<file path="config.mk">
export PLATFORM = sky130hd
export DESIGN_NAME = gpp_port
export DESIGN_NICKNAME = d
export VERILOG_FILES = /design/src/logic/gpp_pkg.sv /design/src/logic/gpp_sync.sv /design/src/logic/gpp_port.sv
export VERILOG_INCLUDE_DIRS = /design/src /design/src/logic
export SDC_FILE = /design/constraint.sdc
export NUM_CORES = 1
export LEC_CHECK = 0
export BUFFER_PORTS_ARGS = -buffer_cell sky130_fd_sc_hd__buf_2
export CAP_MARGIN = 10
export CORE_ASPECT_RATIO = 0.5
export CORE_MARGIN = 3
export CORE_UTILIZATION = 61
export DETAILED_ROUTE_END_ITERATION = 8
export PLACE_DENSITY = 0.95
export SYNTH_ARGS = -nofsm -noshare
export SYNTH_HDL_FRONTEND = slang
export SYNTH_SLANG_ARGS = --single-unit
</file>
<file path="constraint.sdc">
create_clock -name clk_i -period 5.3 [get_ports clk_i]
set_input_delay 1.06 -clock clk_i [delete_from_list [all_inputs] [get_ports clk_i]]
set_output_delay 1.06 -clock clk_i [all_outputs]
set_load 0.05 [all_outputs]
</file>
<file path="src/logic/gpp_regs.svh">
/*
  Register offsets, reset values and bus codes of the eight-pin I/O port.
  Assumes a 4 KB register window per port instance on an AXI4-Lite bus.
*/
`ifndef GPP_REGS_SVH
`define GPP_REGS_SVH

// ==========================================================================
// Register offsets (byte addresses inside the port window)
`define GPP_OFF_DATA_LAST  12'h3FC
`define GPP_OFF_DIR        12'h400
`define GPP_OFF_SENSE      12'h404
`define GPP_OFF_BOTH       12'h408
`define GPP_OFF_EVENT      12'h40C
`define GPP_OFF_IRQ_MASK   12'h410
`define GPP_OFF_RAW_STAT   12'h414
`define GPP_OFF_MASK_STAT  12'h418
`define GPP_OFF_IRQ_CLEAR  12'h41C
`define GPP_OFF_ALT_SEL    12'h420
`define GPP_OFF_DRV_LOW    12'h500
`define GPP_OFF_DRV_MID    12'h504
`define GPP_OFF_DRV_HIGH   12'h508
`define GPP_OFF_OPEN_DRAIN 12'h50C
`define GPP_OFF_PULL_UP    12'h510
`define GPP_OFF_PULL_DOWN  12'h514
`define GPP_OFF_SLEW       12'h518
`define GPP_OFF_DIG_EN     12'h51C
`define GPP_OFF_ID_FIRST   12'hFD0

// ==========================================================================
// Field positions
`define GPP_DATA_MASK_LSB  2
`define GPP_ID_SLOT_FIRST  4'h4

// ==========================================================================
// Reset values
`define GPP_RST_ZERO       8'h00
`define GPP_RST_DRV_LOW    8'hFF
`define GPP_RST_PULL_UP    8'hFF
`define GPP_RST_DIG_EN     8'hFF
// Identification bytes, twelve slots from low offset up; values arbitrary
`define GPP_RST_ID_BYTES   96'hC3_A5_96_5A_3C_69_E1_1E_78_87_4B_B4

// ==========================================================================
// Bus response codes
`define GPP_RESP_OKAY      2'h0
`define GPP_RESP_SLVERR    2'h2

`endif

</file>
<file path="src/logic/gpp_pkg.sv">
/*
  Types shared by the I/O port and its pin synchroniser.
  Assumes eight pins per port and a 12-bit register address.
*/
package gpp_pkg;

  localparam int GPP_PINS = 8;
  localparam int GPP_AW   = 12;

  typedef struct packed {
    logic [7:0]        s1;
    logic [7:0]        s2;
  } gpp_sync_t;

  typedef struct packed {
    logic [7:0]        data, dir, sense, both, event_pol, im, ris, afsel;
    logic [7:0]        dr_low, dr_mid, dr_high, odr, pur, pdr, slr, den;
    logic [7:0]        prev, pin_in, pin_out, pin_oe;
    logic              irq, trig;
    logic              aw_got, w_got, wstrb0, bvalid, awready, wready;
    logic              arready, rvalid;
    logic [GPP_AW-1:0] awaddr;
    logic [7:0]        wdata;
    logic [1:0]        bresp, rresp;
    logic [31:0]       rdata;
  } gpp_state_t;

endpackage : gpp_pkg

</file>
<file path="src/logic/gpp_sync.sv">
/*
  Two-stage synchroniser for the eight port pins.
  Assumes pins change with no relation to clk_i.
*/
`timescale 1ns/100ps
module gpp_sync
  import gpp_pkg::*;
(
  input  wire logic       clk_i,   // System clock
  input  wire logic       nrst_i,  // Async reset, active low
  input  wire logic [7:0] d_i,     // Raw pin levels
  output logic      [7:0] q_o      // Synchronised levels
);

  gpp_sync_t st, nx;

  // Stage one feeds stage two only
  always_comb begin
    nx    = st;
    nx.s1 = d_i;
    nx.s2 = st.s1;
  end

  always_ff @(posedge clk_i or negedge nrst_i) begin
    if (!nrst_i) begin
      st <= '0;
    end else begin
      st <= nx;
    end
  end

  assign q_o = st.s2;

endmodule : gpp_sync

</file>
<file path="src/logic/gpp_port.sv">
/*
  Eight-pin general-purpose I/O port with masked data access, per-pin
  interrupt triggers, alternate-function select, pad settings and ID bytes.
  Assumes an AXI4-Lite master on clk_i and pads outside that resolve
  pin_out_o/pin_oe_o onto the wire.
*/
`include "gpp_regs.svh"
`timescale 1ns/100ps
module gpp_port
  import gpp_pkg::*;
#(
  parameter logic [7:0]  PIN_MASK  = 8'hFF,             // Pins bonded to a pad
  parameter logic [7:0]  AFSEL_RST = `GPP_RST_ZERO,     // Debug pins of this port
  parameter bit          TRIG_EN   = 1'b0,              // Port drives converter trigger
  parameter int          TRIG_PIN  = 4,                 // Pin feeding the trigger
  parameter logic [95:0] ID_BYTES  = `GPP_RST_ID_BYTES  // Identification, arbitrary
) (
  input  wire logic              clk_i,            // System clock, 100 MHz
  input  wire logic              nrst_i,           // Power-on or external reset, low
  input  wire logic [GPP_AW-1:0] s_axi_awaddr_i,   // Write address
  input  wire logic              s_axi_awvalid_i,  // Write address valid
  output logic                   s_axi_awready_o,  // Write address ready
  input  wire logic [31:0]       s_axi_wdata_i,    // Write data
  input  wire logic [3:0]        s_axi_wstrb_i,    // Byte strobes
  input  wire logic              s_axi_wvalid_i,   // Write data valid
  output logic                   s_axi_wready_o,   // Write data ready
  output logic [1:0]             s_axi_bresp_o,    // Write response
  output logic                   s_axi_bvalid_o,   // Write response valid
  input  wire logic              s_axi_bready_i,   // Write response ready
  input  wire logic [GPP_AW-1:0] s_axi_araddr_i,   // Read address
  input  wire logic              s_axi_arvalid_i,  // Read address valid
  output logic                   s_axi_arready_o,  // Read address ready
  output logic [31:0]            s_axi_rdata_o,    // Read data
  output logic [1:0]             s_axi_rresp_o,    // Read response
  output logic                   s_axi_rvalid_o,   // Read data valid
  input  wire logic              s_axi_rready_i,   // Read data ready
  input  wire logic [7:0]        pin_i,            // Pad input levels
  output logic      [7:0]        pin_out_o,        // Pad output levels
  output logic      [7:0]        pin_oe_o,         // Pad output enables
  input  wire logic [7:0]        periph_out_i,     // Alternate function outputs
  input  wire logic [7:0]        periph_oe_i,      // Alternate function enables
  output logic      [7:0]        periph_in_o,      // Synchronised pins to peripherals
  output logic      [7:0]        drive_low_o,      // Low drive strength select
  output logic      [7:0]        drive_mid_o,      // Mid drive strength select
  output logic      [7:0]        drive_high_o,     // High drive strength select
  output logic      [7:0]        open_drain_o,     // Open-drain select
  output logic      [7:0]        pull_up_o,        // Pull-up select
  output logic      [7:0]        pull_down_o,      // Pull-down select
  output logic      [7:0]        slew_ctrl_o,      // Slew-rate control select
  output logic      [7:0]        digital_en_o,     // Digital pad enable
  output logic                   irq_o,            // Port interrupt, high
  output logic                   conv_trig_o       // Converter trigger pulse
);

  // ========================================================================
  // State and reset image
  localparam gpp_state_t ST_RST = '{
    afsel:   AFSEL_RST & PIN_MASK,
    dr_low:  `GPP_RST_DRV_LOW & PIN_MASK,
    pur:     `GPP_RST_PULL_UP & PIN_MASK,
    den:     `GPP_RST_DIG_EN & PIN_MASK,
    awready: 1'b1,
    wready:  1'b1,
    arready: 1'b1,
    default: '0
  };

  gpp_state_t        st;
  gpp_state_t        nx;
  logic [7:0]        pin_sync;
  logic [7:0]        pin_s;
  logic [7:0]        rise;
  logic [7:0]        fall;
  logic [7:0]        edge_evt;
  logic [7:0]        lvl_act;
  logic [7:0]        icr_clr;
  logic [7:0]        wv;
  logic [7:0]        dmask;
  logic [7:0]        src_out;
  logic [7:0]        src_oe;
  logic [7:0]        rd;
  logic [1:0]        rresp;
  logic [GPP_AW-1:0] a;
  logic [GPP_AW-1:0] ra;
  logic [3:0]        id_slot;
  logic              wr_do;
  logic              wen;

  // ========================================================================
  // Pin synchroniser
  gpp_sync u_sync (
    .clk_i  (clk_i),
    .nrst_i (nrst_i),
    .d_i    (pin_i),
    .q_o    (pin_sync)
  );

  // ========================================================================
  // Next-state logic
  always_comb begin
    nx       = st;
    pin_s    = pin_sync & st.den & PIN_MASK;
    rise     = pin_s & ~st.prev;
    fall     = ~pin_s & st.prev;
    edge_evt = (st.both & (rise | fall))
             | (~st.both & ((st.event_pol & rise) | (~st.event_pol & fall)));
    lvl_act  = ~(st.event_pol ^ pin_s);
    icr_clr  = '0;
    wr_do    = st.aw_got & st.w_got;
    wen      = wr_do & st.wstrb0;
    wv       = st.wdata & PIN_MASK;
    a        = st.awaddr;
    dmask    = a[9:2];
    ra       = s_axi_araddr_i;
    id_slot  = ra[5:2] - `GPP_ID_SLOT_FIRST;
    rd       = '0;
    rresp    = `GPP_RESP_OKAY;
    nx.prev  = pin_s;
    nx.pin_in = pin_s;

    if (st.bvalid && s_axi_bready_i) begin
      nx.bvalid = 1'b0;
    end
    if (wr_do) begin
      nx.aw_got = 1'b0;
      nx.w_got  = 1'b0;
      nx.bvalid = 1'b1;
      nx.bresp  = `GPP_RESP_OKAY;
      if (a <= `GPP_OFF_DATA_LAST) begin
        if (wen) nx.data = (st.data & ~dmask) | (wv & dmask);
      end else if (a == `GPP_OFF_DIR) begin
        if (wen) nx.dir = wv;
      end else if (a == `GPP_OFF_SENSE) begin
        if (wen) nx.sense = wv;
      end else if (a == `GPP_OFF_BOTH) begin
        if (wen) nx.both = wv;
      end else if (a == `GPP_OFF_EVENT) begin
        if (wen) nx.event_pol = wv;
      end else if (a == `GPP_OFF_IRQ_MASK) begin
        if (wen) nx.im = wv;
      end else if (a == `GPP_OFF_IRQ_CLEAR) begin
        if (wen) icr_clr = wv;
      end else if (a == `GPP_OFF_ALT_SEL) begin
        if (wen) nx.afsel = wv;
      end else if (a == `GPP_OFF_DRV_LOW) begin
        // Drive selects are exclusive: setting one clears the others
        if (wen) begin
          nx.dr_low  = wv;
          nx.dr_mid  = st.dr_mid & ~wv;
          nx.dr_high = st.dr_high & ~wv;
        end
      end else if (a == `GPP_OFF_DRV_MID) begin
        if (wen) begin
          nx.dr_mid  = wv;
          nx.dr_low  = st.dr_low & ~wv;
          nx.dr_high = st.dr_high & ~wv;
        end
      end else if (a == `GPP_OFF_DRV_HIGH) begin
        if (wen) begin
          nx.dr_high = wv;
          nx.dr_low  = st.dr_low & ~wv;
          nx.dr_mid  = st.dr_mid & ~wv;
        end
      end else if (a == `GPP_OFF_OPEN_DRAIN) begin
        if (wen) nx.odr = wv;
      end else if (a == `GPP_OFF_PULL_UP) begin
        if (wen) begin
          nx.pur = wv;
          nx.pdr = st.pdr & ~wv;
        end
      end else if (a == `GPP_OFF_PULL_DOWN) begin
        if (wen) begin
          nx.pdr = wv;
          nx.pur = st.pur & ~wv;
        end
      end else if (a == `GPP_OFF_SLEW) begin
        if (wen) nx.slr = wv;
      end else if (a == `GPP_OFF_DIG_EN) begin
        if (wen) nx.den = wv;
      end else if (a == `GPP_OFF_RAW_STAT || a == `GPP_OFF_MASK_STAT
                   || a >= `GPP_OFF_ID_FIRST) begin
        // Read-only locations accept and drop the write
      end else begin
        nx.bresp = `GPP_RESP_SLVERR;
      end
    end

    // Input bits track the pin; output bits hold what software wrote
    nx.data = (nx.data & st.dir) | (pin_s & ~st.dir);

    // Level bits follow the pin; edge bits latch and a new edge beats a clear
    nx.ris = ((st.sense & lvl_act)
           | (~st.sense & ((st.ris & ~icr_clr) | edge_evt))) & PIN_MASK;

    if (s_axi_awvalid_i && st.awready) begin
      nx.aw_got = 1'b1;
      nx.awaddr = s_axi_awaddr_i;
    end
    if (s_axi_wvalid_i && st.wready) begin
      nx.w_got  = 1'b1;
      nx.wdata  = s_axi_wdata_i[7:0];
      nx.wstrb0 = s_axi_wstrb_i[0];
    end

    if (st.rvalid && s_axi_rready_i) begin
      nx.rvalid = 1'b0;
    end
    if (s_axi_arvalid_i && st.arready) begin
      if (ra <= `GPP_OFF_DATA_LAST) begin
        rd = st.data & ra[9:2];
      end else if (ra == `GPP_OFF_DIR) begin
        rd = st.dir;
      end else if (ra == `GPP_OFF_SENSE) begin
        rd = st.sense;
      end else if (ra == `GPP_OFF_BOTH) begin
        rd = st.both;
      end else if (ra == `GPP_OFF_EVENT) begin
        rd = st.event_pol;
      end else if (ra == `GPP_OFF_IRQ_MASK) begin
        rd = st.im;
      end else if (ra == `GPP_OFF_RAW_STAT) begin
        rd = st.ris;
      end else if (ra == `GPP_OFF_MASK_STAT) begin
        rd = st.ris & st.im;
      end else if (ra == `GPP_OFF_IRQ_CLEAR) begin
        rd = '0;
      end else if (ra == `GPP_OFF_ALT_SEL) begin
        rd = st.afsel;
      end else if (ra == `GPP_OFF_DRV_LOW) begin
        rd = st.dr_low;
      end else if (ra == `GPP_OFF_DRV_MID) begin
        rd = st.dr_mid;
      end else if (ra == `GPP_OFF_DRV_HIGH) begin
        rd = st.dr_high;
      end else if (ra == `GPP_OFF_OPEN_DRAIN) begin
        rd = st.odr;
      end else if (ra == `GPP_OFF_PULL_UP) begin
        rd = st.pur;
      end else if (ra == `GPP_OFF_PULL_DOWN) begin
        rd = st.pdr;
      end else if (ra == `GPP_OFF_SLEW) begin
        rd = st.slr;
      end else if (ra == `GPP_OFF_DIG_EN) begin
        rd = st.den;
      end else if (ra >= `GPP_OFF_ID_FIRST) begin
        rd = ID_BYTES[id_slot*8 +: 8];
      end else begin
        rresp = `GPP_RESP_SLVERR;
      end
      nx.rvalid = 1'b1;
      nx.rdata  = {24'h000000, rd};
      nx.rresp  = rresp;
    end

    // One write and one read in flight; readies are registered
    nx.awready = ~nx.aw_got & ~nx.bvalid;
    nx.wready  = ~nx.w_got & ~nx.bvalid;
    nx.arready = ~nx.rvalid;

    // Open drain only ever pulls low, so a high level releases the pad
    src_out    = (nx.afsel & periph_out_i) | (~nx.afsel & nx.data);
    src_oe     = (nx.afsel & periph_oe_i) | (~nx.afsel & nx.dir);
    nx.pin_out = src_out & ~nx.odr & PIN_MASK;
    nx.pin_oe  = src_oe & ~(nx.odr & src_out) & PIN_MASK;

    nx.irq  = |(nx.ris & nx.im);
    nx.trig = TRIG_EN & nx.im[TRIG_PIN] & nx.ris[TRIG_PIN]
            & ~st.ris[TRIG_PIN];
  end

  // Either reset source arrives here already merged into nrst_i
  always_ff @(posedge clk_i or negedge nrst_i) begin
    if (!nrst_i) begin
      st <= ST_RST;
    end else begin
      st <= nx;
    end
  end

  // ========================================================================
  // Outputs
  assign s_axi_awready_o = st.awready;
  assign s_axi_wready_o  = st.wready;
  assign s_axi_bresp_o   = st.bresp;
  assign s_axi_bvalid_o  = st.bvalid;
  assign s_axi_arready_o = st.arready;
  assign s_axi_rdata_o   = st.rdata;
  assign s_axi_rresp_o   = st.rresp;
  assign s_axi_rvalid_o  = st.rvalid;
  assign pin_out_o       = st.pin_out;
  assign pin_oe_o        = st.pin_oe;
  assign periph_in_o     = st.pin_in;
  assign drive_low_o     = st.dr_low;
  assign drive_mid_o     = st.dr_mid;
  assign drive_high_o    = st.dr_high;
  assign open_drain_o    = st.odr;
  assign pull_up_o       = st.pur;
  assign pull_down_o     = st.pdr;
  assign slew_ctrl_o     = st.slr;
  assign digital_en_o    = st.den;
  assign irq_o           = st.irq;
  assign conv_trig_o     = st.trig;
endmodule : gpp_port

</file>
# After elaboration in Yosys (flattened, before gate mapping)
# Cells that the tools add are included.
[op_classes]
eq_ne = 39
shift = 1
muxes = 123
div = 0
order_cmp = 4
n_mul = 0
n_addsub = 1
n_reduce_logical = 17
n_bitwise = 75
[op_table]
columns = ["operator", "count"]
rows = [
  ["72-bit two-way mux", 8],
  ["12-bit by 11-bit equality test with 1-bit output, second input constant", 34],
  ["8-bit two-way mux", 50],
  ["8-bit AND", 29],
  ["24-bit two-way mux", 7],
  ["40-bit two-way mux", 4],
  ["16-bit two-way mux", 7],
  ["8-bit NOT", 13],
  ["96-bit by 8-bit indexed part select with 8-bit output, first input constant", 1],
  ["2-bit two-way mux", 38],
  ["8-bit bitwise OR", 9],
  ["32-bit two-way mux", 2],
  ["64-bit two-way mux", 1],
  ["48-bit two-way mux", 1],
  ["12-bit >= comparator, second input constant", 2],
  ["12-bit by 10-bit <= comparator with 1-bit output, second input constant", 2],
  ["1-bit NOT", 19],
  ["18-bit AND reduction", 1],
  ["17-bit AND reduction", 1],
  ["16-bit AND reduction", 1],
  ["13-bit AND reduction", 1],
  ["2-bit != test, second input constant", 5],
  ["8-bit OR reduction", 1],
  ["8-bit XOR", 1],
  ["other kinds (10)", 22],
]
[totals]
romBits = 0
mem_bits_rw = 0
latchBits = 0
in_bits = 91
register_bits = 209
memories = 0

# Depth between registers and ports, before layout
# Gate-level depths: netlist (run 1).
[logic_depth]
depth_word = 26
ltp_mapped = 12

# Hierarchy
# From an unflattened synthesis (run 1), not the netlist that was laid out.
[unflattened]
cells_unflattened = 1172
hier_area_um2 = 11905.2
[modules_own_cells]
columns = ["module", "seq_area_each_um2", "cells_per_inst", "n_inst", "area_per_inst_um2"]
rows = [
  ["gpp_port", 4813.4, 1156, 1, 11504.8],
  ["gpp_sync", 400.4, 16, 1, 400.4],
]

# Worst setup path before layout (run 1)
# No wires, ideal clock.
[synth_path]
path_kind = "input to register"
startpoint = "input s_axi_araddr_i[4]"
endpoint = "register st, in the netlist s_axi_rdata_o[3]"
setup_ns = 0.123
n_path_buf = 2
setup_slack_ns = 1.799
arrival_ns = 3.378
t_required_ns = 5.177
path_stages = 11
path_cell_list = "clkbuf_1 -> inv_1 -> ha_1 -> clkbuf_1 -> mux2_2 -> a22oi_1 -> o32ai_1 -> a2111oi_0 -> nor2_1 -> a211oi_1 -> o21ai_1"
[synth_between]
elab_chain_len = 21
elab_cells_between_ends = 40
cone_classes = "1 x add/sub; 2 x order compare; 17 x eq/ne; 1 x shift; 19 x mux"
[synth_rtl]
columns = ["element", "line_no", "text"]
rows = [
  ["start: declaration", "gpp_port.sv:30", "input wire logic [GPP_AW-1:0] s_axi_araddr_i,"],
  ["4-bit by 3-bit subtractor with 4-bit output (no line)", "--", ""],
  ["96-bit by 8-bit indexed part select with 8-bit output", "gpp_port.sv:246", "rd = ID_BYTES[id_slot*8 +: 8];"],
  ["8-bit two-way mux", "gpp_port.sv:245", "end else if (ra >= `GPP_OFF_ID_FIRST) begin"],
  ["8-bit two-way mux", "gpp_port.sv:243", "end else if (ra == `GPP_OFF_DIG_EN) begin"],
  ["8-bit two-way mux", "gpp_port.sv:241", "end else if (ra == `GPP_OFF_SLEW) begin"],
  ["8-bit two-way mux", "gpp_port.sv:239", "end else if (ra == `GPP_OFF_PULL_DOWN) begin"],
  ["8-bit two-way mux", "gpp_port.sv:237", "end else if (ra == `GPP_OFF_PULL_UP) begin"],
  ["8-bit two-way mux", "gpp_port.sv:235", "end else if (ra == `GPP_OFF_OPEN_DRAIN) begin"],
  ["[5 not listed]", "--", ""],
  ["8-bit two-way mux", "gpp_port.sv:223", "end else if (ra == `GPP_OFF_MASK_STAT) begin"],
  ["8-bit two-way mux", "gpp_port.sv:221", "end else if (ra == `GPP_OFF_RAW_STAT) begin"],
  ["8-bit two-way mux", "gpp_port.sv:219", "end else if (ra == `GPP_OFF_IRQ_MASK) begin"],
  ["8-bit two-way mux", "gpp_port.sv:217", "end else if (ra == `GPP_OFF_EVENT) begin"],
  ["8-bit two-way mux", "gpp_port.sv:215", "end else if (ra == `GPP_OFF_BOTH) begin"],
  ["8-bit two-way mux", "gpp_port.sv:213", "end else if (ra == `GPP_OFF_SENSE) begin"],
  ["8-bit two-way mux", "gpp_port.sv:211", "end else if (ra == `GPP_OFF_DIR) begin"],
  ["8-bit two-way mux *", "gpp_port.sv:209", "if (ra <= `GPP_OFF_DATA_LAST) begin"],
  ["end signal: assignment", "gpp_port.sv:276", "st <= nx;"],
  ["end: declaration", "gpp_port.sv:68", "gpp_state_t st;"],
]
# Mark *: on every way between the ends. The rest lies on a longest branch, timed or not.
# A chain may end at the register's enable or synchronous reset.

# Final worst setup path (run 1)
[layout_path]
startpoint = "register st, in the netlist a[2]"
endpoint = "register st, in the netlist drive_high_o[3]"
[layout_between]
elab_chain_len = 3
elab_cells_between_ends = 26
cone_classes = "1 x order compare; 13 x eq/ne; 2 x mux; 8 x bitwise; 2 x reduce/logical"
[layout_rtl]
columns = ["element"]
rows = [
  ["12-bit by 10-bit <= comparator with 1-bit output (no line) / 12-bit by 11-bit equality test with 1-bit output (equally long branches)"],
  ["1-bit NOT (no line), or another cell as far along"],
  ["13-bit AND reduction (no line) / 24-bit two-way mux (equally long branches)"],
]
# Several ways; a longest one is shown, not always the timed one.

==> results of run 1 <==
-- flip-flops by register name, indices dropped and copies added (netlist names), 8 cells and up --
register and count:
st 67, a 12, digital_en_o 8, drive_high_o 8, drive_low_o 8, drive_mid_o 8, open_drain_o 8, periph_in_o 8
pin_oe_o 8, pin_out_o 8, pull_down_o 8, pull_up_o 8, s_axi_rdata_o 8, slew_ctrl_o 8, u_sync.nx 8, u_sync.q_o 8
wv 8
-- area by class of cell --
class	count	area, sq um
Clock inverter	5	57.6
Timing Repair Buffer	191	1050
Inverter	58	218
Tap cell	259	324
Clock buffer	28	519
Fill cell	1379	5970
Sequential cell	207	5210
Antenna cell	2	5.00
Multi-Input combinational cell	926	5520
-- per-layer routing --
layer | up-vias | global-route usage, % | part of all wire, %
met5 | - | 0 | 0.18
met4 | 4 | 15.5 | 4.5
met3 | 235 | 21.3 | 17
met2 | 1070 | 61.8 | 39
met1 | 5612 | 62.8 | 39
li1 | 4741 | - | -
-- power breakdown --
part           switching [W]  total (W)  internal [W]
registers           0.000438    0.00217       0.00173
clock network       0.000643    0.00138      0.000733
logic               0.000682   0.000961      0.000279
-- through the flow --
| stage | worst slack, ns | total power, W | cells | cell area [sq um] |
|---|---|---|---|---|
| finish | 1.09 | 0.00451 | 1676 | 12900 |
| global route | 0.997 | 0.00461 | 1674 | 12900 |
| CTS | 1.40 | 0.00441 | 1674 | 12900 |
| detailed placement | 1.15 | 0.00304 | 1641 | 12300 |
| global placement | 1.09 | 0.00298 | 1641 | 12300 |
| floorplan | 1.80 | 0.00264 | 1379 | 12100 |
-- Yosys cell counts (4+ instances only) --
cell type / count / share of area (%)
mux2_2: 38 / 3.6
a2111oi_0: 5 / 0.36
a21oi_1: 78 / 3.2
and3_1: 7 / 0.36
dfrtp_1: 180 / 37
inv_1: 58 / 1.8
nor2_1: 111 / 3.5
mux2i_1: 25 / 2.1
nor3b_1: 4 / 0.25
nand4_1: 14 / 0.73
a22o_1: 10 / 0.73
a31oi_1: 14 / 0.73
nor4_1: 7 / 0.36
o21ai_0: 128 / 5.3
nand2_1: 175 / 5.5
o21a_1: 5 / 0.31
ha_1: 27 / 2.8
o32ai_1: 4 / 0.29
nand3_1: 49 / 2.0
nand2b_1: 7 / 0.36
o221ai_1: 6 / 0.44
dfstp_2: 27 / 5.9
xor2_1: 5 / 0.36
or2_2: 4 / 0.21
a211o_1: 4 / 0.29
o211ai_1: 10 / 0.62
or4_1: 5 / 0.31
buf_4: 125 / 7.8
a2bb2oi_1: 5 / 0.36
nand3b_1: 5 / 0.31
clkbuf_1: 56 / 1.7
o22ai_1: 13 / 0.68
nor3_1: 18 / 0.75
nor2b_1: 10 / 0.52
a31o_2: 8 / 0.58
o2111ai_1: 4 / 0.29
a211oi_1: 24 / 1.5
-- path summary, 6_finish.rpt --
check / from / end / slack (ns)
worst min-delay path: u_sync.nx[5] / u_sync.q_o[5] / 0.35
worst max register to register: a[2] / drive_high_o[3] / 1.09
worst max-delay path: a[2] / drive_high_o[3] / 1.09
worst min register to register: u_sync.nx[5] / u_sync.q_o[5] / 0.35
min in group asynchronous: nrst_i / a[6] / 0.60
max in group asynchronous: nrst_i / pin_out_o[6] / 3.67
-- cells by family (layout without fill, tap and decap cells) --
logic type | count (synthesis) | in the layout | share of synthesized area (%)
AOI/OAI and AO/OA | 362 | 362 | 19.0
xor gates and xnor gates | 8 | 8 | 0.582
adders and majority gates | 27 | 27 | 2.81
buffers and inverters | 246 | 282 | 11.7
DFF | 207 | 207 | 43.3
muxes | 65 | 65 | 5.93
other | 1 | 29 | 0.0311
and+or+nand+nor | 437 | 437 | 16.7
-- critical path, stage by stage (launching register included) --
cell and delay, ns:
dfrtp_1 0.81, nand4_1 0.17, o31a_1 0.43, a311oi_2 0.53, nand4_1 0.83, a21oi_1 1.09, nand2_1 0.15, nand2_1 0.11
==> summary.md, run 1 <==
| Metric | Value |
|---|---|
| Area of the die | `~22000 sq um` |
| #FFs+latches synth | `approximately 210` |
| Fin. Hold Viols | `0` |
| Post-Syn Area | `roughly 12000 sq um` |
| FP Rows | `35` |
| Post-synth EDFFs | `0` |
| Area grow syn2layout | `7.20%` |
| Initial DRC count | `around 2000` |
| Die Width | `about 200 um` |
| Async set-reset flop share out of synthesis | `100%` |
| Routed via count | `11662` |
| Longest Clk Path Bufs | `3` |
| CTS Hold Bufs | `0` |
| First-pass GRT wire length | `72.6 mm` |
| Final nets | `about 1500` |
| Post-cts sizing count | `0` |
| Run status | `complete, but fails checks` |
| Crit path DAT | `between 4 and 5 ns` |
| Drt wl/cell | `between 20 and 30 um` |
| Via-per-instance ratio | `6.96` |
| Hold Path Class | `reg2reg` |
| Max transition margin | `about 24%` |
| Tmin final | `~4.2 ns` |
| Crit Path Class | `reg2reg` |
| Final Util | `68.4%` |
| MaxCap Viol Count | `0` |
| WP data required | `5.75 ns` |
| CP Launch Type | `flop` |
| Share of layout cells above drive strength 1 | `between 20% and 30%` |
| Critical path endpoint category | `flop` |
| GPL Wtd Cong | `~1.0` |
| Netlist cell types | `79` |
| Fin. max-slew vios | `0` |
| Worst-path clk slew | `0.07 ns` |
| CTS Root Cell | `clkbuf_16` |
| Warnings, synthesis | `0` |
| Cell leakage power | `between 6 and 7 nW` |
| # Post-CTS Setup Buffers | `0` |
| Core area | `around 19000 sq um` |
| DRC violations left | `35` |
| Violated checks | `design-rule violations` |
| Skew final | `between 0.01 and 0.015 ns` |
| Most common cell after layout, fill and taps aside | `dfrtp_1` |
| Vias in the first global route | `11257` |
| Final setup TNS | `0 ns` |
| Pwr dens | `between 300 and 400 nW/um^2` |
| Post-synthesis instance total | `roughly 1400` |
| GRT Util Overall | `approximately 45%` |
| Initial Util | `63.8%` |
| Most frequent cells in the layout | `dfrtp_1 (180), nand2_1 (175), buf_2 (166)` |
| Port bufs | `roughly 170` |
| Inserted Clock Buffers | `19` |
| Die height | `~110 um` |
| Setup-failing EPs final | `0` |
| Worst-case hold slack | `0.345 ns` |
| Post-detail-place hpwl | `approximately 36 mm` |
| Slew @ Worst Pin | `1.13 ns` |
| Most used flip-flop cell after synthesis | `dfrtp_1` |
| Syn avg cell area | `between 8 and 9 sq um` |
| Sink Count | `207` |
| Largest net degree at the start of global routing | `around 110` |
| Initial antenna violation count | `3` |
| Final WL | `roughly 50 mm` |
| Worst-Skew Late Latency | `0.52 ns` |
| CTS tree | `built` |
| ANT nets after route | `0` |
| Grt ovf | `0` |
| CTS H-tree lvls | `1` |
| Max VDD drop | `between 0.6 and 0.7 mV` |
| WHS Path Cells | `0` |
| RSZ-0062 raised after global routing | `false` |
| Peak Freq | `between 200 and 250 MHz` |
| DRT Pass-1 Iters | `9` |
| Top-Level Pins | `222` |
| Final period util | `79.4%` |
| Reg2Reg Depth | `7` |
| Register area share after synthesis | `43.3%` |
| Critical path peak fanout | `21` |
(Power assumes the default switching activity.)
==> run 2: changes to the inputs <==
CORE_UTILIZATION = 57   (was 61)
PLACE_DENSITY = 0.91   (was 0.95)
clock period = 4 ns   (was 5.3 ns; I/O delays follow)
==> summary.md, run 2 (synthesized netlist as in run 1, its figures left out) <==
| Metric | Value |
|---|---|
| Worst-path clk slew | `0.07 ns` |
| Cell leakage power | `6.42 nW` |
| GPL Wtd Cong | `about 1.0` |
| Max transition margin | `~29%` |
| Reg2Reg Depth | `8` |
| Placed cell areas | `between 10000 and 15000 sq um` |
| Via-per-instance ratio | `~6.7` |
| Slew @ Worst Pin | `about 1.1 ns` |
| Grt ovf | `0` |
| Critical R2R Launch | `a[2]` |
| Peak Freq | `around 280 MHz` |
| GRT Util Overall | `a little over two fifths` |
| DRC violations left | `0` |
| First-pass GRT wire length | `a little over 70 mm` |
| Area grow syn2layout | `10.7%` |
| Area of the multi-input gates | `5520 sq um` |
| RSZ-0062 raised after global routing | `false` |
| Worst R2R End | `irq_o` |
| Post-cts sizing count | `0` |
| Crit Path Class | `reg2reg` |
| Top Registers | `st (67), a (12)` |
| FP Rows | `36` |
| Pwr dens | `around 470 nW/um^2` |
| Largest net degree at the start of global routing | `95` |
| Routed via count | `11549` |
| MaxCap Viol Count | `0` |
| CTS H-tree lvls | `1` |
| # Post-CTS Setup Buffers | `0` |
| Max VDD drop | `0.681 mV` |
| Initial Util | `~60%` |
| CP Launch Type | `flop` |
| Final setup TNS | `0 ns` |
| Fin. max-slew vios | `0` |
| Initial DRC count | `about 1800` |
| CTS tree | `built` |
| Most common cell after layout, fill and taps aside | `dfrtp_1` |
| Worst-Skew Late Latency | `roughly 0.53 ns` |
| Core area | `approximately 20000 sq um` |
| Top-Level Pins | `approximately 220` |
| Final WL | `49.8 mm` |
| CTS Root Cell | `clkbuf_16` |
| Final nets | `roughly 1600` |
| Initial antenna violation count | `2` |
| Die Width | `approximately 210 um` |
| Crit path DAT | `a little under 4 ns` |
| Tmin final | `3.57 ns` |
| Fin. Hold Viols | `0` |
| Critical path peak fanout | `20` |
| Drt wl/cell | `a little under 30 um` |
| Inserted Clock Buffers | `19` |
| CTS Hold Bufs | `0` |
| DRT Pass-1 Iters | `6` |
| Hold Path Class | `in2async` |
| Max reg flops | `67` |
| Sink Count | `between 200 and 250` |
| Post-detail-place hpwl | `approximately 37 mm` |
| Critical path endpoint category | `flop` |
| ANT cells | `0` |
| ANT nets after route | `0` |
| Vias in the first global route | `roughly 11000` |
| Die height | `around 110 um` |
| Top reg by flops | `st` |
| Fillers | `~1500` |
| Reg-to-reg slack, setup | `0.43 ns` |
| Share of layout cells above drive strength 1 | `approximately a quarter` |
| Skew final | `0.0235 ns` |
| Setup-failing EPs final | `0` |
| Final period util | `approximately nine tenths` |
| Port bufs | `roughly 170` |
| Most frequent cells in the layout | `dfrtp_1 (180), nand2_1 (175), buf_2 (166)` |
| Area of the die | `between 20000 and 25000 sq um` |
| Final Util | `66.4%` |
| Longest Clk Path Bufs | `3` |
| WP data required | `between 4 and 5 ns` |
| Fin area | `between 10000 and 15000 sq um` |
| Run status | `completed` |
| Register area | `between 5000 and 6000 sq um` |
-- run 2: cell count changes in the layout (fill, tap and decap cells not counted), sizes merged --
cell	change
buf	+34
bufinv	+3
diode	-2
clkbuf	-1
clkinv	-1
-- run 2: cell type report --
type	instances	share of cell area (%)
clock buffers	27	4.24
clock inverters	7	1.04
inverters	58	1.63
multi-input cells	926	41.4
flip-flops and latches	207	39.1
well taps	266	2.50
repair buffers	225	10.1
-- run 2: critical path: stages (launching register included) --
cell and delay (ns):
dfrtp_1 0.36, buf_4 0.26, nor4bb_1 0.68, and4b_1 0.32
and2_1 0.42, a2111oi_0 0.27, a2111o_1 0.45, a2111o_1 0.40
a2111o_1 0.29
-- run 2: worst max-delay path by stage --
stage	cells after the start	endpoint	startpoint
finish	8	irq_o	a[2]
global route	8	irq_o	a[2]
CTS	7	irq_o	a[7]
detailed placement	11	s_axi_rdata_o[3]	s_axi_araddr_i[4]
global placement	11	s_axi_rdata_o[3]	s_axi_araddr_i[4]
floorplan	11	s_axi_rdata_o[3]	s_axi_araddr_i[4]
-- run 2: report_power, final --
part | internal [W] | switching (W) | total (W)
logic | 0.000402 | 0.000987 | 0.00139
registers | 0.00230 | 0.000520 | 0.00282
clock network | 0.00125 | 0.000856 | 0.00210
total | 0.00395 | 0.00236 | 0.00631
-- run 2: metal layers --
metal	global-route usage, %	vias to the layer above	share of wire, %
met1	61.3	5560	40
met3	16.7	180	17
met4	13.3	6	3.8
met2	61.0	999	40
li1	-	4804	-
met5	0	-	0.070
-- run 2: metrics by stage --
stage | power, W | cells | hold WS (ns) | worst slack [ns]
after CTS | 0.00619 | 1716 | 0.358 | 0.528
after global placement | 0.00403 | 1682 | 0.332 | 0.405
after global routing | 0.00645 | 1716 | 0.363 | 0.330
after detailed placement | 0.00410 | 1682 | 0.339 | 0.392
final | 0.00631 | 1716 | 0.357 | 0.429
after floorplan | 0.00350 | 1379 | 0.331 | 0.759
==> run 3: changes to the inputs <==
HOLD_SLACK_MARGIN = 0.08   (was not set)
PLACE_DENSITY = 0.79   (was 0.91)
RECOVER_POWER = 25   (was not set)
==> summary.md, run 3 (synthesized netlist as in run 1, its figures left out) <==
| Metric | Value |
|---|---|
| # Post-CTS Setup Buffers | `0` |
| Final setup TNS | `0 ns` |
| Largest net degree at the start of global routing | `slightly below 90` |
| Slew @ Worst Pin | `3.22 ns` |
| WP data required | `about 4.4 ns` |
| Initial Util | `approximately 60%` |
| Die height | `roughly 110 um` |
| FP Rows | `36` |
| Run status | `complete, but fails checks` |
| Fin. Hold Viols | `0` |
| Vias in the first global route | `between 10000 and 15000` |
| Overall Power | `between 0.006 and 0.007 W` |
| Metal3 WL | `between 8 and 9 mm` |
| CTS Hold Bufs | `0` |
| Critical path peak fanout | `13` |
| Post-detail-place hpwl | `37.2 mm` |
| Violated checks | `max-capacitance violations, max-slew violations` |
| Hold Path Class | `reg2reg` |
| Max VDD drop | `roughly 0.66 mV` |
| Max transition margin | `-115%` |
| Pwr dens | `about 460 nW/um^2` |
| Critical R2R Launch | `a[8]` |
| RSZ-0062 raised after global routing | `false` |
| DRT Pass-1 Iters | `6` |
| DRC violations left | `0` |
| Area grow syn2layout | `9.90%` |
| CTS H-tree lvls | `1` |
| CP Launch Point | `a[8]` |
| Final period util | `88.6%` |
| Area of the multi-input gates | `~5500 sq um` |
| Cell leakage power | `between 6 and 7 nW` |
| Grt ovf | `0` |
| Crit path DAT | `roughly 4.0 ns` |
| DR WL met2 | `around 20 mm` |
| Register area | `~5200 sq um` |
| Top reg by flops | `st` |
| Crit-path cells | `nand4_1 > o31a_1 > a311oi_2 > nand4_1 > nor2_1 > nand2_1 > nand2_1` |
| Worst-Skew Late Latency | `between 0.5 and 0.6 ns` |
| Area of the die | `23000 sq um` |
| Longest Clk Path Bufs | `3` |
| Most frequent cells in the layout | `dfrtp_1 (180), nand2_1 (175), buf_2 (166)` |
| Setup-failing EPs final | `0` |
| Initial antenna violation count | `2` |
| Crit Path Class | `reg2reg` |
| Peak Freq | `roughly 280 MHz` |
| Most common cell after layout, fill and taps aside | `dfrtp_1` |
| MaxCap Viol Count | `1` |
| Routed via count | `around 12000` |
| Inserted Clock Buffers | `18` |
| CP max stage cell | `nor2_1` |
| First-pass GRT wire length | `roughly 70 mm` |
| Max reg flops | `67` |
| Share of layout cells above drive strength 1 | `23.2%` |
| CTS tree | `built` |
| Critical path endpoint category | `flop` |
| CTS Root Cell | `clkbuf_16` |
| ANT nets after route | `0` |
| Tmin final | `~3.5 ns` |
| CP Launch Type | `flop` |
| Top Registers | `st (67), a (12)` |
| Final nets | `1558` |
| Core area | `~20000 sq um` |
| GPL Wtd Cong | `~1` |
| Fillers | `1495` |
| Die Width | `~210 um` |
| Highest routed metal layer | `met5` |
| Slowest stage delay, CP | `0.75 ns` |
| Hold Crit Start | `u_sync.nx[1]` |
| Met1 wire length | `approximately 20 mm` |
| Via-per-instance ratio | `6.81` |
| Skew final | `a little over 0.03 ns` |
| Port bufs | `roughly 170` |
| Drt wl/cell | `a little under 30 um` |
| GRT Util Overall | `a little over two fifths` |
| Sink Count | `a little over 200` |
| Top-Level Pins | `about 220` |
| Initial DRC count | `~2000` |
| Worst-path clk slew | `about 0.07 ns` |
| Fin. max-slew vios | `69` |
| Post-cts sizing count | `0` |
| Final WL | `roughly 50 mm` |
## run 3: cell count changes in the layout (fill, tap and decap cells not counted), sizes merged
cell,delta
buf,+3
clkbuf,-1
dlymetal6s2s,+1
bufinv,-3
diode,+2
clkinvlp,+2
inv,-1
clkinv,+1
## run 3: report_power, final
part	internal (W)	leakage [nW]	total, W	switching (W)
clock	0.00101	0.296	0.00186	0.000843
sequential	0.00230	2.69	0.00272	0.000418
combinational	0.000418	3.39	0.00153	0.00111
total	0.00373	6.38	0.00611	0.00238
## run 3: final cells by class
cell class | instances | area share [%]
Multi-Input combinational cell | 926 | 41.7
Tap cell | 266 | 2.52
Timing Repair Buffer | 229 | 10.1
Clock buffer | 26 | 4.09
Antenna cell | 2 | 0.0378
Inverter | 58 | 1.65
Clock inverter | 6 | 0.539
Sequential cell | 207 | 39.4
## run 3: critical path, delay by kind of cell (launching register included)
kind / cells / cell delay, ns
compound gates: 2 / 0.99
flops: 1 / 0.58
simple gates: 5 / 1.90
## run 3: path summary, 6_finish.rpt
kind                             endpoint  slack, ns  cells after the start
max                        drive_low_o[7]       0.46                      7
min                         u_sync.q_o[1]       0.36                      0
max reg2reg                drive_low_o[7]       0.46                      7
min reg2reg                 u_sync.q_o[1]       0.36                      0
max in group asynchronous  s_axi_rvalid_o       0.74                      1
min in group asynchronous         st[178]       1.39                      1
## run 3: per-stage QoR
| step | worst slack (ns) | cell area, sq um | cells | utilization (%) | hold slack [ns] |
|---|---|---|---|---|---|
| after floorplan | 0.759 | 12100 | 1379 | - | 0.331 |
| after global placement | 0.337 | 12600 | 1686 | 62.8 | 0.332 |
| after detailed placement | 0.394 | 12600 | 1686 | 62.8 | 0.338 |
| after CTS | 0.582 | 13200 | 1718 | 65.9 | 0.298 |
| after global routing | 0.249 | 13200 | 1718 | 65.8 | 0.359 |
| final | 0.455 | 13200 | 1720 | 65.9 | 0.356 |
## run 3: layer usage
layer / vias up / global-route usage (%)
met3: 173 / 18.9
met5: - / 0
met2: 1036 / 59.4
met1: 5669 / 59.8
met4: 4 / 13.7
li1: 4829 / -
